$ cat config.mk
export PLATFORM = sky130hd
export DESIGN_NAME = pcc_ctrl
export DESIGN_NICKNAME = d
export VERILOG_FILES = /design/src/design/pcc_pkg.sv /design/src/design/pcc_ctrl.sv /design/src/design/pcc_sense.sv
export VERILOG_INCLUDE_DIRS = /design/src /design/src/design
export SDC_FILE = /design/constraint.sdc
export NUM_CORES = 1
export LEC_CHECK = 0
export BUFFER_PORTS_ARGS = -buffer_cell sky130_fd_sc_hd__buf_2
export CORE_MARGIN = 10
export CORE_UTILIZATION = 56
export CTS_CLUSTER_SIZE = 25
export DETAILED_ROUTE_END_ITERATION = 10
export PLACE_DENSITY = 0.87
export SLEW_MARGIN = 20
export SYNTH_ARGS = -nofsm -noshare
export SYNTH_HDL_FRONTEND = slang
export SYNTH_HIERARCHICAL = 1
export SYNTH_SLANG_ARGS = --single-unit
$ cat constraint.sdc
create_clock -name ref_clk -period 3.2 [get_ports ref_clk]
set_input_delay 0.32 -clock ref_clk [delete_from_list [all_inputs] [get_ports ref_clk]]
set_output_delay 0.32 -clock ref_clk [all_outputs]
set_load 0.01 [all_outputs]
$ cat src/design/pcc_defs.svh
// timing counts and pin encodings for the pc card control sequencer
// assumes ref_clk at 250 MHz; counts are in ref_clk cycles
`ifndef PCC_DEFS_SVH
`define PCC_DEFS_SVH

`define PCC_CLK_PERIOD_NS 4
// address and select setup ahead of the strobe, in ns
`define PCC_SETUP_NS 8
// least strobe width before wait is honoured, in ns
`define PCC_STROBE_NS 12
// select hold after the strobe, in ns
`define PCC_HOLD_NS 4
`define PCC_SETUP_CYC ((`PCC_SETUP_NS + `PCC_CLK_PERIOD_NS - 1) / `PCC_CLK_PERIOD_NS)
`define PCC_STROBE_CYC ((`PCC_STROBE_NS + `PCC_CLK_PERIOD_NS - 1) / `PCC_CLK_PERIOD_NS)
`define PCC_HOLD_CYC ((`PCC_HOLD_NS + `PCC_CLK_PERIOD_NS - 1) / `PCC_CLK_PERIOD_NS)
`define PCC_CNT_W 4
// card strobes idle high
`define PCC_PIN_IDLE 1'h1
`define PCC_PIN_ACTIVE 1'h0
// card reset asserted while the controller itself is in reset
`define PCC_CARD_RESET_INIT 1'h1
// voltage sense lines: the controller never drives them
`define PCC_VS_DRIVE 2'h0

`endif

$ cat src/design/pcc_pkg.sv
// types shared by the pc card control sequencer and its sense stage
// assumes pcc_defs.svh is on the include path
`default_nettype none

package pcc_pkg;

	typedef enum logic [2:0] {
		PCC_OP_MEM_RD = 3'h0,
		PCC_OP_MEM_WR = 3'h1,
		PCC_OP_ATTR_RD = 3'h2,
		PCC_OP_ATTR_WR = 3'h3,
		PCC_OP_IO_RD = 3'h4,
		PCC_OP_IO_WR = 3'h5,
		PCC_OP_DMA_RD = 3'h6,
		PCC_OP_DMA_WR = 3'h7
	} pcc_op_t;

	typedef enum logic [3:0] {
		PCC_ST_IDLE = 4'h1,
		PCC_ST_SETUP = 4'h2,
		PCC_ST_STROBE = 4'h4,
		PCC_ST_HOLD = 4'h8
	} pcc_state_t;

	typedef enum logic [1:0] {
		PCC_VOLT_5V = 2'h0,
		PCC_VOLT_3V = 2'h1,
		PCC_VOLT_LOW = 2'h2,
		PCC_VOLT_NONE = 2'h3
	} pcc_volt_t;

	typedef struct packed {
		pcc_op_t op;
		logic last;
		logic lane_even;
		logic lane_odd;
	} pcc_req_t;

	typedef struct packed {
		logic oe_n;
		logic we_n;
		logic reg_n;
		logic io_read_n;
		logic io_write_n;
		logic card_enable_even_n;
		logic card_enable_odd_n;
		logic card_reset;
		logic [1:0] vs_out;
		logic [1:0] vs_oe;
	} pcc_card_out_t;

	typedef struct packed {
		logic ready_irq;
		logic wait_n;
		logic wp;
		logic voltage_sense_first;
		logic voltage_sense_second;
	} pcc_card_in_t;

	typedef struct packed {
		logic card_ready;
		logic interrupt_request;
		logic write_protect;
		logic io_port_sixteen_bit;
		logic dma_request;
		pcc_volt_t volt;
	} pcc_status_t;

endpackage

`default_nettype wire

$ cat src/design/pcc_ctrl.sv
// pc card control sequencer: drives the 16-bit card strobes and selects
// assumes a host request port synchronous to ref_clk and card pins already synchronous
//
// Behaviour
// memory read drives output enable low so the card drives data
// dma write asserts output enable as terminal count
// memory card holds ready low while busy, high when it can accept
// shared ready input means ready only in memory-only configuration
// io card pulls interrupt request low when it needs service
// attribute select stays high for every common memory access
// attribute select with oe/we hits attribute memory, with io strobes io space
// dma asserts attribute select as acknowledge, data moves on io strobes
// card reset output forces a hard reset of the card
// operating voltage comes from both sense lines together
// card wait stretches the cycle; controller holds the strobe meanwhile
// write enable pulses write data into memory cards
// dma read asserts write enable as terminal count
// memory card shows its write-protect switch on write protect
// io card flags a 16-bit port on the shared write-protect input
// write protect may serve as dma request when so configured
// io read for card-to-memory dma, io write for memory-to-card dma
// first card enable selects even bytes, second selects odd bytes
// output enable and write enable never low in the same cycle
`timescale 1ns/100ps
`default_nettype none
`include "pcc_defs.svh"

module pcc_ctrl (
	input wire logic ref_clk,
	input wire logic srst,
	input wire logic req_valid,
	input wire pcc_pkg::pcc_req_t req,
	output logic req_ready,
	output logic req_done,
	input wire logic mem_only,
	input wire logic dma_req_en,
	input wire logic card_reset_req,
	input wire pcc_pkg::pcc_card_in_t card_in,
	output pcc_pkg::pcc_card_out_t card_out,
	output pcc_pkg::pcc_status_t status
);

	typedef struct packed {
		pcc_pkg::pcc_state_t st;
		logic [`PCC_CNT_W-1:0] cnt;
		pcc_pkg::pcc_req_t cur;
		logic ready;
		logic done;
		pcc_pkg::pcc_card_out_t pins;
	} pcc_ctrl_state_t;

	pcc_ctrl_state_t s_d;
	pcc_ctrl_state_t s_q;
	logic is_mem;
	logic is_rd_strobe;
	logic is_wr_strobe;
	logic is_ior_strobe;
	logic is_iow_strobe;

	// strobe choice per operation; decoded from the latched request
	always_comb begin
		is_mem = (s_q.cur.op == pcc_pkg::PCC_OP_MEM_RD) || (s_q.cur.op == pcc_pkg::PCC_OP_MEM_WR);
		is_rd_strobe = (s_q.cur.op == pcc_pkg::PCC_OP_MEM_RD)
			|| (s_q.cur.op == pcc_pkg::PCC_OP_ATTR_RD)
			|| ((s_q.cur.op == pcc_pkg::PCC_OP_DMA_WR) && s_q.cur.last);
		is_wr_strobe = (s_q.cur.op == pcc_pkg::PCC_OP_MEM_WR)
			|| (s_q.cur.op == pcc_pkg::PCC_OP_ATTR_WR)
			|| ((s_q.cur.op == pcc_pkg::PCC_OP_DMA_RD) && s_q.cur.last);
		is_ior_strobe = (s_q.cur.op == pcc_pkg::PCC_OP_IO_RD)
			|| (s_q.cur.op == pcc_pkg::PCC_OP_DMA_WR);
		is_iow_strobe = (s_q.cur.op == pcc_pkg::PCC_OP_IO_WR)
			|| (s_q.cur.op == pcc_pkg::PCC_OP_DMA_RD);
	end

	always_comb begin
		s_d = s_q;
		s_d.done = 1'h0;
		s_d.pins.card_reset = card_reset_req;
		s_d.pins.vs_out = `PCC_VS_DRIVE;
		s_d.pins.vs_oe = `PCC_VS_DRIVE;
		case (s_q.st)
			pcc_pkg::PCC_ST_IDLE: begin
				// a card held in reset takes no cycles
				if (req_valid && s_q.ready && !card_reset_req) begin
					s_d.cur = req;
					s_d.st = pcc_pkg::PCC_ST_SETUP;
					s_d.cnt = `PCC_CNT_W'(`PCC_SETUP_CYC - 1);
					s_d.ready = 1'h0;
					// common memory keeps reg high; attr, io and dma pull it low
					s_d.pins.reg_n = ((req.op == pcc_pkg::PCC_OP_MEM_RD)
						|| (req.op == pcc_pkg::PCC_OP_MEM_WR))
						? `PCC_PIN_IDLE : `PCC_PIN_ACTIVE;
					s_d.pins.card_enable_even_n = ~req.lane_even;
					s_d.pins.card_enable_odd_n = ~req.lane_odd;
				end else begin
					s_d.ready = !card_reset_req;
				end
			end
			pcc_pkg::PCC_ST_SETUP: begin
				if (s_q.cnt != '0) begin
					s_d.cnt = s_q.cnt - `PCC_CNT_W'(1);
				end else begin
					s_d.st = pcc_pkg::PCC_ST_STROBE;
					s_d.cnt = `PCC_CNT_W'(`PCC_STROBE_CYC - 1);
					// no op decodes both oe and we, so oe and we never meet
					s_d.pins.oe_n = ~is_rd_strobe;
					s_d.pins.we_n = ~is_wr_strobe;
					s_d.pins.io_read_n = ~is_ior_strobe;
					s_d.pins.io_write_n = ~is_iow_strobe;
				end
			end
			pcc_pkg::PCC_ST_STROBE: begin
				if (s_q.cnt != '0) begin
					s_d.cnt = s_q.cnt - `PCC_CNT_W'(1);
				end else if (card_in.wait_n) begin
					s_d.st = pcc_pkg::PCC_ST_HOLD;
					s_d.cnt = `PCC_CNT_W'(`PCC_HOLD_CYC - 1);
					s_d.pins.oe_n = `PCC_PIN_IDLE;
					s_d.pins.we_n = `PCC_PIN_IDLE;
					s_d.pins.io_read_n = `PCC_PIN_IDLE;
					s_d.pins.io_write_n = `PCC_PIN_IDLE;
				end
			end
			pcc_pkg::PCC_ST_HOLD: begin
				if (s_q.cnt != '0) begin
					s_d.cnt = s_q.cnt - `PCC_CNT_W'(1);
				end else begin
					s_d.st = pcc_pkg::PCC_ST_IDLE;
					s_d.done = 1'h1;
					s_d.ready = !card_reset_req;
					s_d.pins.reg_n = `PCC_PIN_IDLE;
					s_d.pins.card_enable_even_n = `PCC_PIN_IDLE;
					s_d.pins.card_enable_odd_n = `PCC_PIN_IDLE;
				end
			end
			default: begin
				s_d.st = pcc_pkg::PCC_ST_IDLE;
				s_d.ready = 1'h0;
			end
		endcase
	end

	always_ff @(posedge ref_clk) begin
		if (srst) begin
			s_q.st <= pcc_pkg::PCC_ST_IDLE;
			s_q.cnt <= '0;
			s_q.cur <= '0;
			s_q.ready <= 1'h0;
			s_q.done <= 1'h0;
			s_q.pins.oe_n <= `PCC_PIN_IDLE;
			s_q.pins.we_n <= `PCC_PIN_IDLE;
			s_q.pins.reg_n <= `PCC_PIN_IDLE;
			s_q.pins.io_read_n <= `PCC_PIN_IDLE;
			s_q.pins.io_write_n <= `PCC_PIN_IDLE;
			s_q.pins.card_enable_even_n <= `PCC_PIN_IDLE;
			s_q.pins.card_enable_odd_n <= `PCC_PIN_IDLE;
			s_q.pins.card_reset <= `PCC_CARD_RESET_INIT;
			s_q.pins.vs_out <= `PCC_VS_DRIVE;
			s_q.pins.vs_oe <= `PCC_VS_DRIVE;
		end else begin
			s_q <= s_d;
		end
	end

	assign req_ready = s_q.ready;
	assign req_done = s_q.done;
	assign card_out = s_q.pins;

	// status pins are decoded and registered in the sense stage
	pcc_sense u_sense (
		.ref_clk(ref_clk),
		.srst(srst),
		.card_in(card_in),
		.mem_only(mem_only),
		.dma_req_en(dma_req_en),
		.status(status)
	);

	AST_OE_WE_EXCLUSIVE: assert property (@(posedge ref_clk) disable iff (srst)
		!(!card_out.oe_n && !card_out.we_n))
		else $error("oe and we low together");

	AST_MEM_READ_OE: assert property (@(posedge ref_clk) disable iff (srst)
		(s_q.st == pcc_pkg::PCC_ST_STROBE && s_q.cur.op == pcc_pkg::PCC_OP_MEM_RD)
		|-> (!card_out.oe_n && card_out.we_n && card_out.reg_n))
		else $error("memory read strobe wrong");

	AST_DMA_WR_TC: assert property (@(posedge ref_clk) disable iff (srst)
		(s_q.st == pcc_pkg::PCC_ST_STROBE && s_q.cur.op == pcc_pkg::PCC_OP_DMA_WR)
		|-> (card_out.oe_n == !s_q.cur.last) && !card_out.io_read_n && card_out.io_write_n)
		else $error("dma write strobes or terminal count wrong");

	AST_DMA_RD_TC: assert property (@(posedge ref_clk) disable iff (srst)
		(s_q.st == pcc_pkg::PCC_ST_STROBE && s_q.cur.op == pcc_pkg::PCC_OP_DMA_RD)
		|-> (card_out.we_n == !s_q.cur.last) && !card_out.io_write_n && card_out.io_read_n)
		else $error("dma read strobes or terminal count wrong");

	AST_COMMON_REG_HIGH: assert property (@(posedge ref_clk) disable iff (srst)
		(s_q.st != pcc_pkg::PCC_ST_IDLE && is_mem) |-> card_out.reg_n)
		else $error("reg low during common memory access");

	AST_DMA_ACKNOWLEDGE_REG_LOW: assert property (@(posedge ref_clk) disable iff (srst)
		(s_q.st == pcc_pkg::PCC_ST_STROBE && !is_mem) |-> !card_out.reg_n)
		else $error("reg not low for attribute, io or dma");

	AST_WAIT_HOLDS: assert property (@(posedge ref_clk) disable iff (srst)
		(s_q.st == pcc_pkg::PCC_ST_STROBE && s_q.cnt == '0 && !card_in.wait_n)
		|=> (s_q.st == pcc_pkg::PCC_ST_STROBE && !req_done))
		else $error("cycle ended while wait asserted");

	AST_MEM_WRITE_PULSE: assert property (@(posedge ref_clk) disable iff (srst)
		$fell(card_out.we_n) && s_q.cur.op == pcc_pkg::PCC_OP_MEM_WR
		|-> (!card_out.we_n) [*3] ##1 1'b1)
		else $error("write enable pulse shorter than three cycles");

	AST_CARD_RESET: assert property (@(posedge ref_clk) disable iff (srst)
		card_reset_req |=> (card_out.card_reset && !req_ready))
		else $error("card reset not forwarded");

	AST_LANES: assert property (@(posedge ref_clk) disable iff (srst)
		(req_valid && req_ready && !card_reset_req)
		|=> (card_out.card_enable_even_n == !$past(req.lane_even))
		&& (card_out.card_enable_odd_n == !$past(req.lane_odd)))
		else $error("card enables do not follow byte lanes");

	AST_DONE_BOUND: assert property (@(posedge ref_clk) disable iff (srst)
		(req_valid && req_ready && !card_reset_req && card_in.wait_n)
		##1 card_in.wait_n [*7] |-> ##[0:2] req_done)
		else $error("cycle without wait took too long");

	// full pin pattern per op, so a wrong decode cannot hide behind one strobe
	AST_MEM_WR_STROBE: assert property (@(posedge ref_clk) disable iff (srst)
		(s_q.st == pcc_pkg::PCC_ST_STROBE && s_q.cur.op == pcc_pkg::PCC_OP_MEM_WR)
		|-> (!card_out.we_n && card_out.oe_n && card_out.reg_n
		&& card_out.io_read_n && card_out.io_write_n))
		else $error("memory write strobe wrong");

	AST_ATTR_RD_STROBE: assert property (@(posedge ref_clk) disable iff (srst)
		(s_q.st == pcc_pkg::PCC_ST_STROBE && s_q.cur.op == pcc_pkg::PCC_OP_ATTR_RD)
		|-> (!card_out.oe_n && card_out.we_n && !card_out.reg_n
		&& card_out.io_read_n && card_out.io_write_n))
		else $error("attribute read strobe wrong");

	AST_ATTR_WR_STROBE: assert property (@(posedge ref_clk) disable iff (srst)
		(s_q.st == pcc_pkg::PCC_ST_STROBE && s_q.cur.op == pcc_pkg::PCC_OP_ATTR_WR)
		|-> (!card_out.we_n && card_out.oe_n && !card_out.reg_n
		&& card_out.io_read_n && card_out.io_write_n))
		else $error("attribute write strobe wrong");

	AST_IO_RD_STROBE: assert property (@(posedge ref_clk) disable iff (srst)
		(s_q.st == pcc_pkg::PCC_ST_STROBE && s_q.cur.op == pcc_pkg::PCC_OP_IO_RD)
		|-> (!card_out.io_read_n && card_out.io_write_n && !card_out.reg_n
		&& card_out.oe_n && card_out.we_n))
		else $error("io read strobe wrong");

	AST_IO_WR_STROBE: assert property (@(posedge ref_clk) disable iff (srst)
		(s_q.st == pcc_pkg::PCC_ST_STROBE && s_q.cur.op == pcc_pkg::PCC_OP_IO_WR)
		|-> (!card_out.io_write_n && card_out.io_read_n && !card_out.reg_n
		&& card_out.oe_n && card_out.we_n))
		else $error("io write strobe wrong");

	// setup and hold keep every strobe off so selects settle around the pulse
	AST_STROBES_OFF_EDGES: assert property (@(posedge ref_clk) disable iff (srst)
		(s_q.st == pcc_pkg::PCC_ST_SETUP || s_q.st == pcc_pkg::PCC_ST_HOLD)
		|-> (card_out.oe_n && card_out.we_n && card_out.io_read_n && card_out.io_write_n))
		else $error("strobe active outside strobe phase");

	AST_IDLE_QUIET: assert property (@(posedge ref_clk) disable iff (srst)
		(s_q.st == pcc_pkg::PCC_ST_IDLE)
		|-> (card_out.oe_n && card_out.we_n && card_out.io_read_n && card_out.io_write_n
		&& card_out.reg_n && card_out.card_enable_even_n && card_out.card_enable_odd_n))
		else $error("card pins active while idle");

	AST_OE_MIN_WIDTH: assert property (@(posedge ref_clk) disable iff (srst)
		$fell(card_out.oe_n) |-> (!card_out.oe_n) [*3])
		else $error("output enable pulse shorter than three cycles");

	AST_IOR_MIN_WIDTH: assert property (@(posedge ref_clk) disable iff (srst)
		$fell(card_out.io_read_n) |-> (!card_out.io_read_n) [*3])
		else $error("io read pulse shorter than three cycles");

	// a lane change mid-cycle would tear a byte on the card
	AST_ENABLES_STEADY: assert property (@(posedge ref_clk) disable iff (srst)
		(s_q.st != pcc_pkg::PCC_ST_IDLE && $past(s_q.st) != pcc_pkg::PCC_ST_IDLE)
		|-> ($stable(card_out.card_enable_even_n) && $stable(card_out.card_enable_odd_n)))
		else $error("card enables moved during a cycle");

	AST_CARD_RESET_OFF: assert property (@(posedge ref_clk) disable iff (srst)
		!card_reset_req |=> !card_out.card_reset)
		else $error("card reset held without request");

	AST_HELD_OFF_IN_RESET: assert property (@(posedge ref_clk) disable iff (srst)
		(s_q.st == pcc_pkg::PCC_ST_IDLE && card_reset_req) |=> (s_q.st == pcc_pkg::PCC_ST_IDLE))
		else $error("cycle started while card held in reset");

	AST_DONE_PULSE: assert property (@(posedge ref_clk) disable iff (srst)
		req_done |=> !req_done)
		else $error("done longer than one cycle");

	AST_DONE_READY: assert property (@(posedge ref_clk) disable iff (srst)
		req_done |-> (req_ready == !$past(card_reset_req)))
		else $error("ready wrong at end of cycle");

	COV_MEM_READ: cover property (@(posedge ref_clk) disable iff (srst)
		req_done && s_q.cur.op == pcc_pkg::PCC_OP_MEM_RD);

	COV_DMA_TC: cover property (@(posedge ref_clk) disable iff (srst)
		!card_out.oe_n && !card_out.io_read_n && !card_out.reg_n);

	COV_WAIT_STRETCH: cover property (@(posedge ref_clk) disable iff (srst)
		s_q.st == pcc_pkg::PCC_ST_STROBE && s_q.cnt == '0 && !card_in.wait_n [*3]);

	COV_ATTR_WRITE: cover property (@(posedge ref_clk) disable iff (srst)
		!card_out.we_n && !card_out.reg_n && s_q.cur.op == pcc_pkg::PCC_OP_ATTR_WR);

endmodule

`default_nettype wire

$ cat src/design/pcc_sense.sv
// sense stage: registers and decodes the shared card status inputs
// assumes card inputs already synchronous to ref_clk
`timescale 1ns/100ps
`default_nettype none

module pcc_sense (
	input wire logic ref_clk,
	input wire logic srst,
	input wire pcc_pkg::pcc_card_in_t card_in,
	input wire logic mem_only,
	input wire logic dma_req_en,
	output pcc_pkg::pcc_status_t status
);

	pcc_pkg::pcc_status_t st_d;
	pcc_pkg::pcc_status_t st_q;

	always_comb begin
		st_d = st_q;
		// one pin, two meanings; the configuration picks which
		st_d.card_ready = mem_only & card_in.ready_irq;
		st_d.interrupt_request = ~mem_only & ~card_in.ready_irq;
		st_d.write_protect = mem_only & ~dma_req_en & card_in.wp;
		st_d.io_port_sixteen_bit = ~mem_only & ~dma_req_en & ~card_in.wp;
		st_d.dma_request = dma_req_en & card_in.wp;
		// only the pair means anything, never one line alone
		case ({card_in.voltage_sense_second, card_in.voltage_sense_first})
			2'h3: st_d.volt = pcc_pkg::PCC_VOLT_5V;
			2'h2: st_d.volt = pcc_pkg::PCC_VOLT_3V;
			2'h1: st_d.volt = pcc_pkg::PCC_VOLT_LOW;
			default: st_d.volt = pcc_pkg::PCC_VOLT_NONE;
		endcase
	end

	always_ff @(posedge ref_clk) begin
		if (srst) begin
			st_q <= '0;
		end else begin
			st_q <= st_d;
		end
	end

	assign status = st_q;

	AST_READY_ONLY_MEM: assert property (@(posedge ref_clk) disable iff (srst)
		!mem_only |=> !status.card_ready)
		else $error("ready reported outside memory-only mode");

	AST_VOLT_PAIR: assert property (@(posedge ref_clk) disable iff (srst)
		(card_in.voltage_sense_first && !card_in.voltage_sense_second)
		|=> status.volt == pcc_pkg::PCC_VOLT_LOW)
		else $error("voltage code not taken from both sense lines");

	AST_DMA_REQ: assert property (@(posedge ref_clk) disable iff (srst)
		(dma_req_en && card_in.wp) |=> (status.dma_request && !status.write_protect))
		else $error("dma request on write protect not accepted");

endmodule

`default_nettype wire

==> key figures <==
Outcome
  • Status: complete, no violations

Timing
  • Final hold vios: 0
  • Skew final: 0.0145 ns
  • Slew Viols, Final: 0
  • Minimum clock period: 1.99 ns
  • Setup Total Neg Slack: 0 ns
  • Hold WS: 0.139 ns
  • # setup viols final: 0
  • RSZ-0062 raised after global routing: no
  • Final period utilization: between 60% and 70%
  • Max frequency: slightly above 0.5 GHz
  • Final WS setup: ~1.2 ns
  • Slew margin rel.: 60.7%
  • Slew @ Worst Pin: 0.588 ns

Pwr
  • PwrDens: 384 mW/mm^2
  • Overall Power: 0.642 mW
  • P_leak: 0.820 nW
  • Worst IR Drop VDD: 380 uV

Worst setup path
  • Crit path launch type: flop
  • Crit-path leading delay family: simple AND/OR/NAND/NOR gates
  • Required time of the critical path: approximately 3.4 ns
  • R2R Path Start: s_q[26]
  • Crit-path cells: or3b_4, or3_1, o21ai_0, mux2i_1, nor2_1
  • Buf/Inv on CP: 0
  • CP max FO: 14
  • Crit path DAT: 2.19 ns
  • Worst setup startpoint: s_q[26]
  • Slowest stage cell, crit path: dfxtp_1
  • CP max stage delay: 0.61 ns
  • Crit. End Element: flop
  • Setup CP Type: reg2reg

Floorplanning
  • Die Y: ~73 um
  • Starting Density: around three fifths
  • Die Wd: roughly 73 um
  • Core area: 0.00254 sq mm
  • I/O Pins: 38
  • Die area: 0.00526 sq mm
  • Row Count: 18

Route
  • Routed Antenna Nets: 0
  • Drt pass-1 iters: 5
  • Drt first-iter violations: 44
  • Via density: 5.66
  • WL/cell: 15.7 um
  • WL final: 3.50 mm
  • Routed vias: 1,262
  • DRC violations left: 0

CTS
  • H-tree depth: 2
  • CTS tree: done
  • CTS max path bufs: 2
  • Skew-Pair Late Insertion Delay: 0.33 ns
  • CTS buffer count: 5
  • CTS Sinks: 29
  • CTS hold repair buffers: 0
  • CTS resizes: 0
  • Root Buffer: clkbuf_4
  • Post-CTS setup buffer count: 0
  • Clk slew on worst S/H paths: 0.10 ns

Logic synthesis
  • Cells after Synth: 170
  • Synth unique cells: 50
  • Yosys reg bits: 29
  • EDFF count, synth: 0
  • Syn_area_per_cell: 9.08 sq um
  • Sequential fraction of the synthesis area: 37.6%
  • Ranking of synthesized cells by area: dfxtp_1 38%, mux2i_1 5.8%, buf_4 5.8%
  • Main synth FF type: dfxtp_1
  • Leading area contributor after synthesis: dfxtp_1
  • Ys async rst share: 0%
  • Area share of the largest cell type after synthesis: 37.6%
  • Mapped cell area: approximately 0.0015 sq mm
  • Ys Warns: 6

Cells and area
  • Antenna diodes: 0
  • Fin nets: 211
  • Syn-to-layout area delta: 8.18%
  • Post-Layout Inst Area: roughly 0.0017 sq mm
  • Final std cells w/o fill: 223
  • Layout cells sized above 1: approximately 28%
  • Post-layout util: 65.6%

Placement
  • Post-detail-place hpwl: roughly 2.7 mm
  • PortBufs: 33
  • Placed Cells: 215
  • RD Place Congestion: roughly 0.95
  • Setup Slack @ Placement: 1.25 ns
  • DP Area: 0.00162 sq mm

Flow run
  • MaxCap Viol Count: 0

Global route
  • Gr ovfl total: 0
  • Largest net degree at the start of global routing: 23
  • GRT Util Overall: 13.5%
  • Global-route wire length before repair: 5.84 mm
  • Vias in the first global route: 1,284
  • Initial antenna violation count: 0

Worst hold path
  • Hold_sp: card_in[1]
  • Worst min path class: in2reg
## synth_stat cells, types with 4 or more instances
master,instances
clkbuf_1,4
nor2_1,15
nor3_1,5
a21oi_1,6
inv_1,5
o21ai_0,5
mux2i_1,9
nor2b_1,5
nand2_1,12
nand3_1,5
buf_4,12
dfxtp_1,29
or3_1,4
## cells by family after synthesis
| logic type | count (synthesis) | synth area share, % |
|---|---|---|
| mux | 12 | 8.02 |
| xor+xnor | 2 | 1.13 |
| fa+ha+maj | 2 | 1.62 |
| simple gates | 73 | 29.7 |
| buf+inv | 26 | 10.5 |
| other cells | 1 | 0.243 |
| flops | 29 | 37.6 |
| compound gates | 25 | 11.3 |
## final timing paths
check / endpoint / slack (ns) / cells after the start
setup / recovery: s_q[27] / 1.21 / 5
hold / removal: u_sense/status[0] / 0.14 / 2
setup reg to reg: s_q[27] / 1.21 / 5
hold reg to reg: card_out[5] / 0.49 / 2
## sequential cells by signal, indices dropped and copies added, names as in the netlist
signal	flops
req_done	1
card_out	8
s_q	12
u_sense/status	7
req_ready	1
## cell usage in the layout (no fill, tap or decap), types with 5 or more instances in the layout
master    count
nand2_1      12
a21oi_1       6
nor3_1        5
nor2b_1       5
nand3_1       5
dfxtp_1      29
inv_1         5
buf_2        33
nor2_1       15
clkbuf_4      5
mux2i_1       9
o21ai_0       5
## routing by layer
metal  up-vias  routed length (um)  global-route usage, %
li1        632                   -                      -
met1       579                1480                   15.0
met2        47                1730                   22.8
met3         4                 260                   5.58
met4         0                  23                   4.43
met5         -                   0                      0
## power breakdown
part	internal (mW)	switching (mW)	total [mW]
Combinational	0.0259	0.0330	0.0589
Sequential	0.368	0.00547	0.374
Clock	0.0827	0.127	0.209
## layout make-up
cell class / instances / area [sq um]
Clock buffer: 5 / 37.5
Clock inverter: 3 / 17.5
Fill cell: 198 / 875
Inverter: 5 / 18.8
Multi-Input combinational cell: 118 / 813
Sequential cell: 29 / 581
Tap cell: 30 / 37.5
Timing Repair Buffer: 33 / 165
No activity file was read; power rests on OpenSTA's default activity.
